File: src/hibctl_pkg.sv
// package for the hibernation, real-time counter and tamper controller
// assumes an apb slave on pclk with 32-bit data and word-aligned registers
package hibctl_pkg;

  // ==========================================================
  // register offsets (byte addresses)
  localparam logic [7:0] HIBCTL_CTRL_OFS = 8'h00;
  localparam logic [7:0] HIBCTL_RTC_OFS = 8'h04;
  localparam logic [7:0] HIBCTL_MATCH_OFS = 8'h08;
  localparam logic [7:0] HIBCTL_SUBSEC_OFS = 8'h0c;
  localparam logic [7:0] HIBCTL_SSMATCH_OFS = 8'h10;
  localparam logic [7:0] HIBCTL_TRIM_OFS = 8'h14;
  localparam logic [7:0] HIBCTL_CAL_OFS = 8'h18;
  localparam logic [7:0] HIBCTL_CALM_OFS = 8'h1c;
  localparam logic [7:0] HIBCTL_WAKE_OFS = 8'h20;
  localparam logic [7:0] HIBCTL_IEN_OFS = 8'h24;
  localparam logic [7:0] HIBCTL_RIS_OFS = 8'h28;
  localparam logic [7:0] HIBCTL_MIS_OFS = 8'h2c;
  localparam logic [7:0] HIBCTL_ICLR_OFS = 8'h30;
  localparam logic [7:0] HIBCTL_TCTL_OFS = 8'h34;
  localparam logic [7:0] HIBCTL_TSTAT_OFS = 8'h38;
  localparam logic [7:0] HIBCTL_TLOG_OFS = 8'h3c;
  localparam logic [7:0] HIBCTL_TLOGT_OFS = 8'h40;
  localparam logic [7:0] HIBCTL_MEM_OFS = 8'h80;

  // ==========================================================
  // control register fields
  localparam int HIBCTL_CTRL_EN = 0;
  localparam int HIBCTL_CTRL_RTCEN = 1;
  localparam int HIBCTL_CTRL_REQ = 2;
  localparam int HIBCTL_CTRL_BATCHK = 3;
  localparam int HIBCTL_CTRL_LBABORT = 4;
  localparam int HIBCTL_CTRL_XOSC = 5;
  localparam int HIBCTL_CTRL_MODE = 6;
  localparam int HIBCTL_CTRL_ACTIVE = 8;
  localparam int HIBCTL_CTRL_CHKBUSY = 9;

  // interrupt / wake source bit positions
  localparam int HIBCTL_EV_MATCH = 0;
  localparam int HIBCTL_EV_LOWBAT = 1;
  localparam int HIBCTL_EV_WAKEPIN = 2;
  localparam int HIBCTL_EV_GPIO = 3;
  localparam int HIBCTL_EV_RSTPIN = 4;
  localparam int HIBCTL_EV_TAMPER = 5;
  localparam int HIBCTL_NEV = 6;

  // tamper control fields
  localparam int HIBCTL_T_EN = 0;
  localparam int HIBCTL_T_ERASE_ALL = 1;
  localparam int HIBCTL_T_ERASE_HALF = 2;
  localparam int HIBCTL_T_WAKE = 3;
  localparam int HIBCTL_T_RECOVER = 4;
  localparam int HIBCTL_T_IOEN = 8;

  // ==========================================================
  // timing and reset values
  localparam int HIBCTL_TICKS_PER_SEC = 32768;
  localparam int HIBCTL_BATCHK_CYCLES = 64;
  localparam logic [15:0] HIBCTL_TRIM_RESET = 16'h7fff;
  localparam logic [7:0] HIBCTL_WILDCARD = 8'hff;

  typedef enum logic [1:0] {
    HIBCTL_MODE_RTC = 2'h0,
    HIBCTL_MODE_24H = 2'h1,
    HIBCTL_MODE_12H = 2'h2
  } hibctl_mode_t;

  typedef enum logic [3:0] {
    HIBCTL_ST_RUN = 4'b0001,
    HIBCTL_ST_HOLD = 4'b0010,
    HIBCTL_ST_SLEEP = 4'b0100,
    HIBCTL_ST_WAKE = 4'b1000
  } hibctl_state_t;

endpackage

File: src/hibctl_cal.sv
// calendar: seconds, minutes, hours, day, month, year in packed 6-, 5- and 4-bit fields
// assumes a one-cycle second tick from the counter in the main module
`timescale 1ns/1ps
module hibctl_cal (
  // clock and reset
  input wire logic pclk,
  input wire logic presetn,
  // control
  input wire logic tick,
  input wire logic load,
  input wire logic [31:0] load_val,
  // state
  output logic [31:0] cal,
  output logic day_wrap
);
  import hibctl_pkg::*;

  logic [5:0] sec, min;
  logic [4:0] hr;
  logic [4:0] day;
  logic [3:0] mon;
  logic [5:0] yr;

  wire sec_end = (sec == 6'd59);
  wire min_end = sec_end && (min == 6'd59);
  wire hr_end = min_end && (hr == 5'd23);
  wire day_end = hr_end && (day == 5'd28);
  wire mon_end = day_end && (mon == 4'd12);

  assign cal = {yr, mon, day, hr, min, sec};

  // ==========================================================
  // counting; months kept at 28 days for simplicity
  always_ff @(posedge pclk or negedge presetn) begin
    if (!presetn) begin
      sec <= '0;
      min <= '0;
      hr <= '0;
      day <= 5'd1;
      mon <= 4'd1;
      yr <= '0;
      day_wrap <= 1'b0;
    end else if (load) begin
      {yr, mon, day, hr, min, sec} <= load_val;
      day_wrap <= 1'b0;
    end else if (tick) begin
      sec <= sec_end ? 6'd0 : sec + 6'd1;
      if (sec_end) min <= (min == 6'd59) ? 6'd0 : min + 6'd1;
      if (min_end) hr <= (hr == 5'd23) ? 5'd0 : hr + 5'd1;
      if (hr_end) day <= day_end ? 5'd1 : day + 5'd1;
      if (day_end) mon <= mon_end ? 4'd1 : mon + 4'd1;
      if (mon_end) yr <= yr + 6'd1;
      day_wrap <= hr_end; // flags the day rollover second for readers
    end
  end
endmodule

File: src/hibctl_top.sv
// hibernation controller with real-time counter, tamper log and battery memory
// assumes an apb master on pclk; pins arrive asynchronously and are synchronised
`timescale 1ns/1ps
module hibctl_top #(
  parameter int TAMPER_INPUTS = 4,
  parameter int MEM_WORDS = 16,
  parameter int SUBSEC_TICK_DIV = 6103
) (
  // apb
  input wire logic pclk,
  input wire logic presetn,
  input wire logic psel,
  input wire logic penable,
  input wire logic pwrite,
  input wire logic [7:0] paddr,
  input wire logic [31:0] pwdata,
  output logic [31:0] prdata,
  output logic pready,
  output logic pslverr,
  // pins
  input wire logic wake_pin,
  input wire logic gpio_wake_pin,
  input wire logic reset_pin,
  input wire logic [TAMPER_INPUTS-1:0] tamper_pin,
  input wire logic xosc_ok,
  input wire logic bat_low,
  input wire logic proc_por,
  // system control
  output logic proc_power_en,
  output logic tamper_event,
  output logic irq,
  output logic xosc_recover
);
  import hibctl_pkg::*;

  // memory index is four bits, cause log holds up to eight inputs
  if (MEM_WORDS != 16 || TAMPER_INPUTS < 1 || TAMPER_INPUTS > 8 || SUBSEC_TICK_DIV < 2) begin
    $error("hibctl_top: unsupported parameters");
  end

  // ==========================================================
  // pin synchronisers
  localparam int NP = TAMPER_INPUTS + 6;
  logic [NP-1:0] sync1, sync2, sync3;
  always_ff @(posedge pclk or negedge presetn) begin
    if (!presetn) begin
      sync1 <= '0;
      sync2 <= '0;
      sync3 <= '0;
    end else begin
      sync1 <= {tamper_pin, proc_por, bat_low, xosc_ok, reset_pin, gpio_wake_pin, wake_pin};
      sync2 <= sync1;
      sync3 <= sync2;
    end
  end
  wire s_wake = sync2[0];
  wire s_gpio = sync2[1];
  wire s_rst = sync2[2];
  wire s_xok = sync2[3];
  wire s_blow = sync2[4];
  wire por_rise = sync2[5] && !sync3[5];
  wire [TAMPER_INPUTS-1:0] t_now = sync2[NP-1:6];
  wire [TAMPER_INPUTS-1:0] t_prev = sync3[NP-1:6];

  // ==========================================================
  // registers
  logic enable, rtc_run, lb_abort, use_xosc, active_seen;
  hibctl_mode_t mode;
  logic [31:0] rtc, match, cal_match;
  logic [14:0] subsec, ss_match;
  logic [15:0] trim, sub_div;
  logic [HIBCTL_NEV-1:0] wake_sel, ien, ris;
  logic t_en, t_erase_all, t_erase_half, t_wake;
  logic [TAMPER_INPUTS-1:0] t_ioen;
  logic t_logged, xosc_failed;
  logic [7:0] t_log_cause;
  logic [31:0] t_log_time;
  logic [7:0] chk_cnt;
  logic hib_pending;
  hibctl_state_t state, next_state;
  logic [31:0] mem [MEM_WORDS];
  logic [31:0] cal;
  logic cal_wrap;

  // ==========================================================
  // apb decode
  wire acc = psel && penable;
  wire wr = acc && pwrite;
  wire wr_ctrl = wr && (paddr == HIBCTL_CTRL_OFS);
  wire wr_rtc = wr && (paddr == HIBCTL_RTC_OFS);
  wire wr_match = wr && (paddr == HIBCTL_MATCH_OFS);
  wire wr_sub = wr && (paddr == HIBCTL_SUBSEC_OFS);
  wire wr_ssm = wr && (paddr == HIBCTL_SSMATCH_OFS);
  wire wr_trim = wr && (paddr == HIBCTL_TRIM_OFS);
  wire cal_ok = (mode != HIBCTL_MODE_RTC);
  wire wr_cal = wr && (paddr == HIBCTL_CAL_OFS) && cal_ok;
  wire wr_calm = wr && (paddr == HIBCTL_CALM_OFS) && cal_ok;
  wire wr_wake = wr && (paddr == HIBCTL_WAKE_OFS);
  wire wr_ien = wr && (paddr == HIBCTL_IEN_OFS);
  wire wr_iclr = wr && (paddr == HIBCTL_ICLR_OFS);
  wire wr_tctl = wr && (paddr == HIBCTL_TCTL_OFS);
  wire wr_tlog = wr && (paddr == HIBCTL_TLOG_OFS);
  wire mem_hit = (paddr[7:6] == HIBCTL_MEM_OFS[7:6]) && (paddr[1:0] == 2'b00);
  wire wr_mem = wr && mem_hit;
  wire [3:0] mem_idx = paddr[5:2];
  wire known = (paddr[1:0] == 2'b00) && ((paddr <= HIBCTL_TLOGT_OFS) || mem_hit);
  wire mode_bad = wr_ctrl && (pwdata[HIBCTL_CTRL_MODE+:2] == 2'h3);

  // ==========================================================
  // counter tick with trim; sub_div reload is trim-adjusted
  wire ss_tick = rtc_run && enable && (sub_div == 16'd0);
  wire sec_tick = ss_tick && (subsec == 15'h7fff);
  function automatic logic fmatch(input logic [7:0] want, input logic [7:0] have);
    fmatch = (want == HIBCTL_WILDCARD) || (want == have);
  endfunction
  wire cal_hit = fmatch(cal_match[7:0], {2'b00, cal[5:0]})
    && fmatch(cal_match[15:8], {2'b00, cal[11:6]})
    && fmatch(cal_match[23:16], {3'b000, cal[16:12]})
    && fmatch(cal_match[31:24], {3'b000, cal[21:17]});
  wire rtc_hit = cal_ok ? cal_hit : (rtc == match) && (subsec == ss_match);
  wire match_ev = ss_tick && rtc_hit;

  hibctl_cal u_cal (
    .pclk(pclk),
    .presetn(presetn),
    .tick(sec_tick && cal_ok),
    .load(wr_cal),
    .load_val(pwdata),
    .cal(cal),
    .day_wrap(cal_wrap)
  );

  always_ff @(posedge pclk or negedge presetn) begin
    if (!presetn) begin
      sub_div <= '0;
      subsec <= '0;
      rtc <= '0;
    end else begin
      if (!rtc_run || sub_div == 16'd0)
        sub_div <= 16'(SUBSEC_TICK_DIV) + trim - HIBCTL_TRIM_RESET;
      else
        sub_div <= sub_div - 16'd1;
      if (wr_sub) subsec <= pwdata[14:0];
      else if (ss_tick) subsec <= subsec + 15'd1;
      if (wr_rtc) rtc <= pwdata;
      else if (sec_tick) rtc <= rtc + 32'd1;
    end
  end

  // ==========================================================
  // tamper detection
  wire [TAMPER_INPUTS-1:0] t_edge = (t_now ^ t_prev) & t_ioen;
  wire osc_fail = use_xosc && !s_xok && !xosc_failed;
  wire tamper_ev = t_en && ((|t_edge) || osc_fail);

  // ==========================================================
  // battery check and hibernation sequencing
  wire chk_busy = (chk_cnt != 8'd0);
  wire chk_done = (chk_cnt == 8'd1);
  wire lowbat_ev = chk_done && s_blow;
  wire [HIBCTL_NEV-1:0] ev = {tamper_ev, s_rst, s_gpio, s_wake, lowbat_ev, match_ev};
  wire wake_now = |(ev & wake_sel) || (tamper_ev && t_wake);

  always_comb begin
    next_state = state;
    case (state)
      HIBCTL_ST_RUN: if (hib_pending) next_state = HIBCTL_ST_HOLD;
      HIBCTL_ST_HOLD: begin
        if (chk_busy) next_state = HIBCTL_ST_HOLD;
        else if (lb_abort && s_blow) next_state = HIBCTL_ST_RUN;
        else next_state = HIBCTL_ST_SLEEP;
      end
      HIBCTL_ST_SLEEP: if (wake_now) next_state = HIBCTL_ST_WAKE;
      HIBCTL_ST_WAKE: next_state = HIBCTL_ST_RUN;
      default: next_state = HIBCTL_ST_RUN;
    endcase
  end

  always_ff @(posedge pclk or negedge presetn) begin
    if (!presetn) begin
      state <= HIBCTL_ST_RUN;
      hib_pending <= 1'b0;
      chk_cnt <= '0;
      proc_power_en <= 1'b1;
    end else begin
      state <= next_state;
      proc_power_en <= (next_state != HIBCTL_ST_SLEEP);
      if (wr_ctrl && pwdata[HIBCTL_CTRL_REQ] && enable) hib_pending <= 1'b1;
      else if (state == HIBCTL_ST_HOLD) hib_pending <= 1'b0;
      if (wr_ctrl && pwdata[HIBCTL_CTRL_BATCHK]) chk_cnt <= 8'(HIBCTL_BATCHK_CYCLES);
      else if (chk_busy) chk_cnt <= chk_cnt - 8'd1;
    end
  end

  // ==========================================================
  // configuration registers
  always_ff @(posedge pclk or negedge presetn) begin
    if (!presetn) begin
      enable <= 1'b0;
      rtc_run <= 1'b0;
      lb_abort <= 1'b0;
      use_xosc <= 1'b0;
      mode <= HIBCTL_MODE_RTC;
      match <= '0;
      ss_match <= '0;
      cal_match <= '0;
      trim <= HIBCTL_TRIM_RESET;
      wake_sel <= '0;
      ien <= '0;
      t_en <= 1'b0;
      t_erase_all <= 1'b0;
      t_erase_half <= 1'b0;
      t_wake <= 1'b0;
      t_ioen <= '0;
      xosc_recover <= 1'b0;
    end else begin
      xosc_recover <= wr_tctl && pwdata[HIBCTL_T_RECOVER] && xosc_failed;
      if (wr_ctrl) begin
        enable <= pwdata[HIBCTL_CTRL_EN];
        rtc_run <= pwdata[HIBCTL_CTRL_RTCEN];
        lb_abort <= pwdata[HIBCTL_CTRL_LBABORT];
        use_xosc <= pwdata[HIBCTL_CTRL_XOSC];
        if (!mode_bad) mode <= hibctl_mode_t'(pwdata[HIBCTL_CTRL_MODE+:2]);
      end
      if (wr_match) match <= pwdata;
      if (wr_ssm) ss_match <= pwdata[14:0];
      if (wr_calm) cal_match <= pwdata;
      if (wr_trim) trim <= pwdata[15:0];
      if (wr_wake) wake_sel <= pwdata[HIBCTL_NEV-1:0];
      if (wr_ien) ien <= pwdata[HIBCTL_NEV-1:0];
      if (wr_tctl) begin
        t_en <= pwdata[HIBCTL_T_EN];
        t_erase_all <= pwdata[HIBCTL_T_ERASE_ALL];
        t_erase_half <= pwdata[HIBCTL_T_ERASE_HALF];
        t_wake <= pwdata[HIBCTL_T_WAKE];
        t_ioen <= pwdata[HIBCTL_T_IOEN+:TAMPER_INPUTS];
      end
    end
  end

  // ==========================================================
  // status flags, tamper log, active flag; set beats clear
  always_ff @(posedge pclk or negedge presetn) begin
    if (!presetn) begin
      ris <= '0;
      t_logged <= 1'b0;
      t_log_cause <= '0;
      t_log_time <= '0;
      xosc_failed <= 1'b0;
      tamper_event <= 1'b0;
      irq <= 1'b0;
      active_seen <= 1'b0;
    end else begin
      ris <= (ris & ~(wr_iclr ? pwdata[HIBCTL_NEV-1:0] : '0)) | ev;
      irq <= |((ris | ev) & ien & ~(wr_iclr ? pwdata[HIBCTL_NEV-1:0] : '0));
      tamper_event <= tamper_ev;
      if (osc_fail && t_en) xosc_failed <= 1'b1;
      else if (xosc_recover && s_xok) xosc_failed <= 1'b0;
      if (tamper_ev) begin
        t_logged <= 1'b1;
        t_log_cause <= 8'({osc_fail, t_edge});
        t_log_time <= rtc;
      end else if (wr_tlog) begin
        t_logged <= 1'b0;
        t_log_cause <= '0;
      end
      if (enable) active_seen <= 1'b1;
    end
  end

  // ==========================================================
  // battery-backed memory; no reset so contents survive
  always_ff @(posedge pclk) begin
    for (int i = 0; i < MEM_WORDS; i++) begin
      if (tamper_ev && (t_erase_all || (t_erase_half && i >= MEM_WORDS / 2)))
        mem[i] <= '0;
      else if (wr_mem && mem_idx == 4'(i))
        mem[i] <= pwdata;
    end
  end

  // ==========================================================
  // read mux
  logic [31:0] rd;
  wire [31:0] ctrl_rd = {22'd0, chk_busy, active_seen, mode, use_xosc, lb_abort,
    chk_busy, 1'b0, rtc_run, enable};
  wire [31:0] tstat_rd = {29'd0, xosc_failed, t_logged, t_en};
  always_comb begin
    rd = '0;
    if (paddr == HIBCTL_CTRL_OFS) rd = ctrl_rd;
    else if (paddr == HIBCTL_RTC_OFS) rd = rtc;
    else if (paddr == HIBCTL_MATCH_OFS) rd = match;
    else if (paddr == HIBCTL_SUBSEC_OFS) rd = {17'd0, subsec};
    else if (paddr == HIBCTL_SSMATCH_OFS) rd = {17'd0, ss_match};
    else if (paddr == HIBCTL_TRIM_OFS) rd = {16'd0, trim};
    else if (paddr == HIBCTL_CAL_OFS) rd = cal_ok ? {cal_wrap, cal[30:0]} : '0;
    else if (paddr == HIBCTL_CALM_OFS) rd = cal_ok ? cal_match : '0;
    else if (paddr == HIBCTL_WAKE_OFS) rd = 32'(wake_sel);
    else if (paddr == HIBCTL_IEN_OFS) rd = 32'(ien);
    else if (paddr == HIBCTL_RIS_OFS) rd = 32'(ris);
    else if (paddr == HIBCTL_MIS_OFS) rd = 32'(ris & ien);
    else if (paddr == HIBCTL_TCTL_OFS) rd = {16'd0, 8'(t_ioen), 4'd0, t_wake, t_erase_half,
      t_erase_all, t_en};
    else if (paddr == HIBCTL_TSTAT_OFS) rd = tstat_rd;
    else if (paddr == HIBCTL_TLOG_OFS) rd = {24'd0, t_log_cause};
    else if (paddr == HIBCTL_TLOGT_OFS) rd = t_log_time;
    else if (mem_hit) rd = mem[mem_idx];
  end

  // no wait state: answer registered in the setup cycle
  always_ff @(posedge pclk or negedge presetn) begin
    if (!presetn) begin
      prdata <= '0;
      pready <= 1'b0;
      pslverr <= 1'b0;
    end else begin
      pready <= psel && !penable;
      prdata <= (psel && !penable && !pwrite) ? rd : '0;
      pslverr <= psel && !penable && !known;
    end
  end
endmodule

File: config.mk
export PLATFORM = sky130hd
export DESIGN_NAME = hibctl_top
export DESIGN_NICKNAME = d
export VERILOG_FILES = /design/src/hibctl_pkg.sv /design/src/hibctl_cal.sv /design/src/hibctl_top.sv
export SDC_FILE = /design/constraint.sdc
export NUM_CORES = 2
export LEC_CHECK = 0
export BUFFER_PORTS_ARGS = -buffer_cell sky130_fd_sc_hd__buf_2
export CORE_ASPECT_RATIO = 1.2
export CORE_MARGIN = 2
export CORE_UTILIZATION = 35
export CTS_CLUSTER_DIAMETER = 200
export CTS_CLUSTER_SIZE = 30
export DETAILED_ROUTE_END_ITERATION = 8
export GPL_TIMING_DRIVEN = 0
export HOLD_SLACK_MARGIN = 0.06
export PLACE_DENSITY = 0.48
export RECOVER_POWER = 100
export SETUP_SLACK_MARGIN = 0.15
export SLEW_MARGIN = 20
export SYNTH_ARGS = -nofsm -noshare
export SYNTH_HDL_FRONTEND = slang
export SYNTH_SLANG_ARGS = --single-unit
File: constraint.sdc
create_clock -name pclk -period 7.9 [get_ports pclk]
set_input_delay 0.395 -clock pclk [delete_from_list [all_inputs] [get_ports pclk]]
set_output_delay 0.395 -clock pclk [all_outputs]
set_load 0.1 [all_outputs]
=== Yosys cells after proc, flatten, opt, wreduce, memory -nomap -nowiden ===
Memory sizes are Yosys's and may differ from the RTL's.
Cells that the tools add are included.

* Register bits after elaboration: 347
* RAM bits: 512
* Output and inout bits: 38
* Word-level logic and storage cells: 384
* Memories kept: 1

* Add/sub/neg operators: 12
* Magnitude comparators: 1
* Eq/ne operators: 54
* Mux-type cells: 134
* Bitwise gates (word level): 27
* Reduce and logical (&&, ||, !) cells: 110

{| class="wikitable"
|+ Memories
! name !! depth !! bits a word !! read ports !! clocked after memory_dff !! write ports !! line !! text
|-
| mem || 16 || 32 || 1 || 0 || 16 || hibctl_top.sv:81 || <nowiki>logic [31:0] mem [MEM_WORDS];</nowiki>
|}

{| class="wikitable"
|+ Operators by type and width
! operator !! count
|-
| 2-to-1 mux 32 bit || 38
|-
| logical AND 1 bit || 68
|-
| 2-to-1 mux 6 bit || 11
|-
| == test 8 x 6 -> 1 bit (second input constant) || 8
|-
| 2-to-1 mux 1 bit || 61
|-
| 2-to-1 mux 5 bit || 8
|-
| == test 4 bit (second input constant) || 9
|-
| adder 32 x 1 -> 32 bit (second input constant) || 1
|-
| == test 32 bit || 1
|-
| == test 8 x 5 -> 1 bit (second input constant) || 4
|-
| == test 8 bit (second input constant) || 4
|-
| 2-to-1 mux 8 bit || 4
|-
| bitwise AND 6 bit || 5
|-
| 2-to-1 mux 15 bit || 2
|-
| nonzero test 2 bit || 13
|-
| 2-to-1 mux 4 bit || 6
|-
| == test 4 x 3 -> 1 bit (second input constant) || 5
|-
| adder 6 x 1 -> 6 bit (second input constant) || 3
|-
| adder 13 x 16 -> 16 bit (first input constant) || 1
|-
| == test 8 x 4 -> 1 bit (second input constant) || 2
|-
| == test 8 x 5 -> 1 bit || 2
|-
| == test 8 x 6 -> 1 bit || 2
|-
| zero test 16 bit || 1
|-
| 2-to-1 mux 16 bit || 1
|-
| 35 further kinds || 78
|}

=== Longest topological paths before layout ===
* Depth after elaboration: 20
* Depth in mapped cells: 10
* Mapped depth without buffers: 8

=== Cells and area by module ===
Synthesis repeated with hierarchy kept, for this count alone.

* Cell total of the unflattened synthesis: 3286
* Area, all modules: 41637.4 µm²

{| class="wikitable"
|+ By module, submodules not included
! module !! times used !! cells an instance !! area an instance (µm²) !! seq. area each (µm²)
|-
| hibctl_top || 1 || 3029 || 39385.3 || 22978.3
|-
| hibctl_cal || 1 || 257 || 2252.2 || 828.3
|}

=== Least setup slack after synthesis ===
No wires, ideal clock.

* Path type: input port to flip-flop
* Start: input paddr[1]
* End: memory mem[1][0] (enable)
* Setup time: 0.466 ns
* Arrival time: 4.039 ns
* Data required time: 7.434 ns
* Setup slack: 3.396 ns
* Cell stages on the path: 5
* Cells stage by stage: clkbuf_1 -> nor4b_1 -> clkbuf_1 -> nand3_1 -> o21ai_0

{| class="wikitable"
|+ RTL lines
! item !! line !! text
|-
| start: declaration || hibctl_top.sv:15 || <nowiki>input wire logic [7:0] paddr,</nowiki>
|-
| end: declaration || hibctl_top.sv:81 ||
|}

==> results.md <==
- Before CTS, the worst setup slack after placement is 3.01 ns.
- The routing usage on met1 is 0.351.
- The switching power of the nets is 1.95 mW.
- The placement row count is 137.
- For the worst flop-to-flop path, the logic depth is 9.
- The final reports fail on capacitance limit, slew limit.
- The worst hold-check path type is in2reg.
- The initial utilization of the core area, before any placement, comes to 0.353.
- The period utilization is 0.763.
- VDD sags by at most 0.143 mV.
- The final-report hold violation count is 0.
- The maximum clock frequency is 166 MHz.
- The die covers 120000 µm².
- The final period demand of the worst path is 6.03 ns.
- The mean number of vias per cell is 5.70.
- Across every metal layer, demand over resource in global routing totals 0.262.
- The multiplexer area fraction after synthesis is 0.129.
- The layer flagged by global routing as most heavily used is met2.
- The flow ran to the end, but the final reports show violations.
- The initial antenna violation count is 9.
- Of the total power, registers draw 0.621.
- Counting tap cells, the placed design contains a total of 4882 instances.
- In this run the register-to-register setup slack is 1.87 ns.
- For this run, the number of Yosys warnings is 0.
- In this run the critical register-to-register path is launched from sync3[6].
- The start point of the worst min-delay path is pwdata[13].
- Of the total power, combinational logic draws 0.072.
- The fraction of the mapped netlist area in adder cells is 0.00457.
- The count of buffers added on input and output ports is 74.
- The met3 usage in global routing is 0.0323.
- The area of the mapped netlist is 41100 µm².
- The worst hold path depth is 2.
- The number of flops mapped to enable cells by yosys is 512.
- The growth of design area from synthesis to finish is 9.24%.
- The largest driver fanout on the critical path is 17.
- The end point of the worst hold path is match[13].
- In the post-synthesis netlist, the biggest area contributors are sky130_fd_sc_hd__edfxtp_1 37%, sky130_fd_sc_hd__dfrtp_1 19%, sky130_fd_sc_hd__mux4_2 8.3%.
- The switching part of the total is 0.255.
- The met2 demand-to-capacity share in global routing is 0.429.
- Of all flip-flops after synthesis, the portion carrying an async set or reset was 0.396.
- The share of the synthesized area in compound gates (AO/OA/AOI/OAI) is 0.0715.
- The endpoint type of the worst setup path is a flop.
- sky130_fd_sc_hd__edfxtp_1 takes more of the synthesized area than any other cell.
- The number of cells produced by synthesis is 3244.
- The final setup violation count is 0.
- The core outline area is 116000 µm².
- The worst-case headroom to the max-slew limit is -1.90.
- The finished layout holds 4955 standard cells, fillers aside.
- The endpoint of the most critical register-to-register path is mem[7][14].
- The sequential fraction of the synthesis area is 0.579.
- The number of global-route vias before repair is 28100.
- The critical path in this run is classified as reg2reg.
- The length of the first detailed-routing pass in iterations is 6.
- The net count after synthesis is 3314.
- Ranked by instance count, the synthesized netlist is headed by 521 x sky130_fd_sc_hd__and2_1, 512 x sky130_fd_sc_hd__edfxtp_1, 316 x sky130_fd_sc_hd__dfrtp_1, 228 x sky130_fd_sc_hd__clkbuf_1, 168 x sky130_fd_sc_hd__nand2_1.
- In the post-synthesis netlist, the cell with the most instances is sky130_fd_sc_hd__and2_1.
- The final-stage net count is 3472.
- The synthesized area divided by synthesized cell count is 12.7 µm².
- The final worst clock skew is 0.0635 ns.
- The half-perimeter wire length of the detailed placement result is 117000 µm.
- The average wire per cell in the routed design is 31.8 µm.
- The arrival time at the worst endpoint is 6.37 ns.
- Across the run, the number of max-cap violations was 16.
- TritonCTS built the clock tree.
- The setup slack after layout is 1.87 ns.
- The iteration-0 DRC count of the detailed router is 3187.
- The pin count of the biggest net entering global routing is 91.
- The count of antenna-violating nets left after detailed routing is 0.
- The H-tree was split into 2 levels.
- Summed over all layers, the global routing overflow is 0.
- After detailed placement, the total cell area comes to 44500 µm².
- The root buffer selected by CTS is sky130_fd_sc_hd__clkbuf_16.
- The power density normalized to cell area is 170 nW/µm².
- The max-slew violation count is 252.
- The total I/O pin count is 93.
- Setup repair after global routing left no endpoint under its margin.
- After detailed routing, the number of remaining DRC violations is 0.
- The main combinational cell family by area after synthesis is simple AND/OR/NAND/NOR gates.
- The number of synthesized register bits is 847.
- The most used flip-flop cell after synthesis is sky130_fd_sc_hd__edfxtp_1.
- The worst setup path is launched from a flop.
- The number of clock sinks is 847.
- In this run the post-CTS setup repair buffer count came out at 0.
- The share of the synthesized netlist area taken by xor and xnor gates is 0.0311.
- In this run the static leakage power is 14.6 nW.
- In the final layout, the share of cells above drive strength 1 is 0.133.
- The share of the synthesized area in the top cell type is 0.374.
- The first global-routing pass estimated 221000 µm of wire.
- Hold timing on the final database bottoms out at a slack of 0.162 ns.
- The endpoint required time on the critical path is 8.24 ns.
- The share of total power dissipated in the clock network is 0.307.
- The weighted congestion at the end of routability-driven global placement is 0.976.
- No sink is reached through more buffers than the 3 on the longest clock path.
- The clock transition at the registers of the reported paths is 0.14 ns.
- After synthesis, the netlist uses 81 different library cells.
- The die span in y is 379 µm.
- The width of the chip is 317 µm.
- Once layout is done, the placed cells without fillers occupy 44900 µm².
- The internal portion of total power is 5.70 mW.
- The routed design has 157000 µm of wire.
- The slew at the pin closest to its max-slew limit is 4.35 ns.
- TritonCTS created 34 clock buffers.
- Of the total synthesized cell area, the portion taken by AND, OR, NAND and NOR gates is 0.157.
- The design draws 7.64 mW.
- For the worst-skew pair, the clock arrives at the later sink with an insertion delay of 0.66 ns.
- The via count is 28300.
flip-flops by register name, summed over array words and instances, names as in the netlist, 8 cells and up:
name and cells:
mem 512, cal_match 32, match 32, prdata 32, rtc 32, t_log_time 32
sub_div 16, trim 16, ss_match 15, subsec 15, sync1 9, sync2 9
chk_cnt 8
placed cells by master (no fill, tap or decap), types with 15 or more instances in the layout:
cell type	count
sky130_fd_sc_hd__edfxtp_1	512
sky130_fd_sc_hd__clkbuf_1	323
sky130_fd_sc_hd__dfrtp_1	316
sky130_fd_sc_hd__and2_1	270
sky130_fd_sc_hd__and2_0	252
sky130_fd_sc_hd__nand2_1	168
sky130_fd_sc_hd__nor2_1	163
sky130_fd_sc_hd__mux4_2	151
sky130_fd_sc_hd__mux2_2	151
sky130_fd_sc_hd__a21oi_1	126
sky130_fd_sc_hd__o21ai_0	120
sky130_fd_sc_hd__xor2_1	96
sky130_fd_sc_hd__buf_2	50
sky130_fd_sc_hd__xnor2_1	50
sky130_fd_sc_hd__nor3_1	49
sky130_fd_sc_hd__nor4_1	46
sky130_fd_sc_hd__a31oi_1	39
sky130_fd_sc_hd__nand3_1	39
sky130_fd_sc_hd__nand4_1	37
sky130_fd_sc_hd__clkbuf_16	34
sky130_fd_sc_hd__a221oi_1	32
sky130_fd_sc_hd__a22oi_1	29
sky130_fd_sc_hd__inv_1	25
sky130_fd_sc_hd__or3_1	19
sky130_fd_sc_hd__dfstp_2	19
sky130_fd_sc_hd__buf_1	18
sky130_fd_sc_hd__mux2i_1	18
sky130_fd_sc_hd__o22ai_1	16
sky130_fd_sc_hd__a211oi_1	15
sky130_fd_sc_hd__ha_1	15
kinds of logic after synthesis:
| logic type | after synthesis |
|---|---|
| simple gates | 1147 |
| fa+ha+maj | 15 |
| compound gates | 464 |
| xor+xnor | 146 |
| mux | 320 |
| flops | 847 |
| buf+inv | 305 |
metal layers:
layer	vias up	wire length (µm)	share of wire
li1	12200	-	-
met2	1072	74200	0.47
met5	-	12	0.000076
met4	2	8170	0.052
met3	265	9480	0.060
met1	14700	65600	0.42
cell type report:
type / instances / area, µm²
Tap cell: 1529 / 1910
Sequential cell: 847 / 23800
Timing Repair Buffer: 122 / 852
Antenna cell: 4 / 10.0
Multi-Input combinational cell: 2092 / 16100
Inverter: 25 / 93.8
Clock inverter: 4 / 92.6
Buffer: 280 / 1080
Fill cell: 11300 / 71500
Clock buffer: 52 / 918
stage by stage:
stage / util / TNS [ns]
finish: 0.386 / 0
global route: 0.386 / 0
CTS: 0.392 / 0
detailed placement: 0.382 / 0
global placement: 0.373 / -392.81
floorplan: - / 0
what timing repair did:
action | in CTS | in global routing
endpoints found under the hold margin | 92 | 0
hold buffers | 13 | 0
resized for setup | 0 | 0
endpoints found under the setup margin | 0 | 0
power groups by stage:
stage | Combinational [mW] | Sequential [mW] | Clock, mW
floorplan | 0.269 | 4.84 | 0
global placement | 0.533 | 4.85 | 0
detailed placement | 0.548 | 4.84 | 0
CTS | 0.555 | 4.75 | 2.40
global route | 0.584 | 4.76 | 2.52
finish | 0.548 | 4.75 | 2.35
worst max-delay path by stage:
| stage | startpoint | to |
|---|---|---|
| final | sync3[6] | mem[7][14] |
| after global routing | sync3[6] | mem[7][14] |
| after CTS | sync3[6] | mem[4][12] |
| after detailed placement | paddr[3] | mem[7][7] |
| after global placement | paddr[3] | mem[7][27] |
| after floorplan | paddr[1] | mem[1][0] |
critical path: stages, from the launching register on:
cell and delay [ns]:
sky130_fd_sc_hd__dfrtp_1 0.40, sky130_fd_sc_hd__xor2_1 0.28, sky130_fd_sc_hd__a222oi_1 0.20, sky130_fd_sc_hd__a21oi_1 0.75, sky130_fd_sc_hd__clkbuf_1 0.65, sky130_fd_sc_hd__clkbuf_1 1.05, sky130_fd_sc_hd__nand2_1 0.44, sky130_fd_sc_hd__o21ai_0 0.60
sky130_fd_sc_hd__clkbuf_1 1.06, sky130_fd_sc_hd__buf_16 0.25
Note: power is estimated with default switching activity, not from simulation.
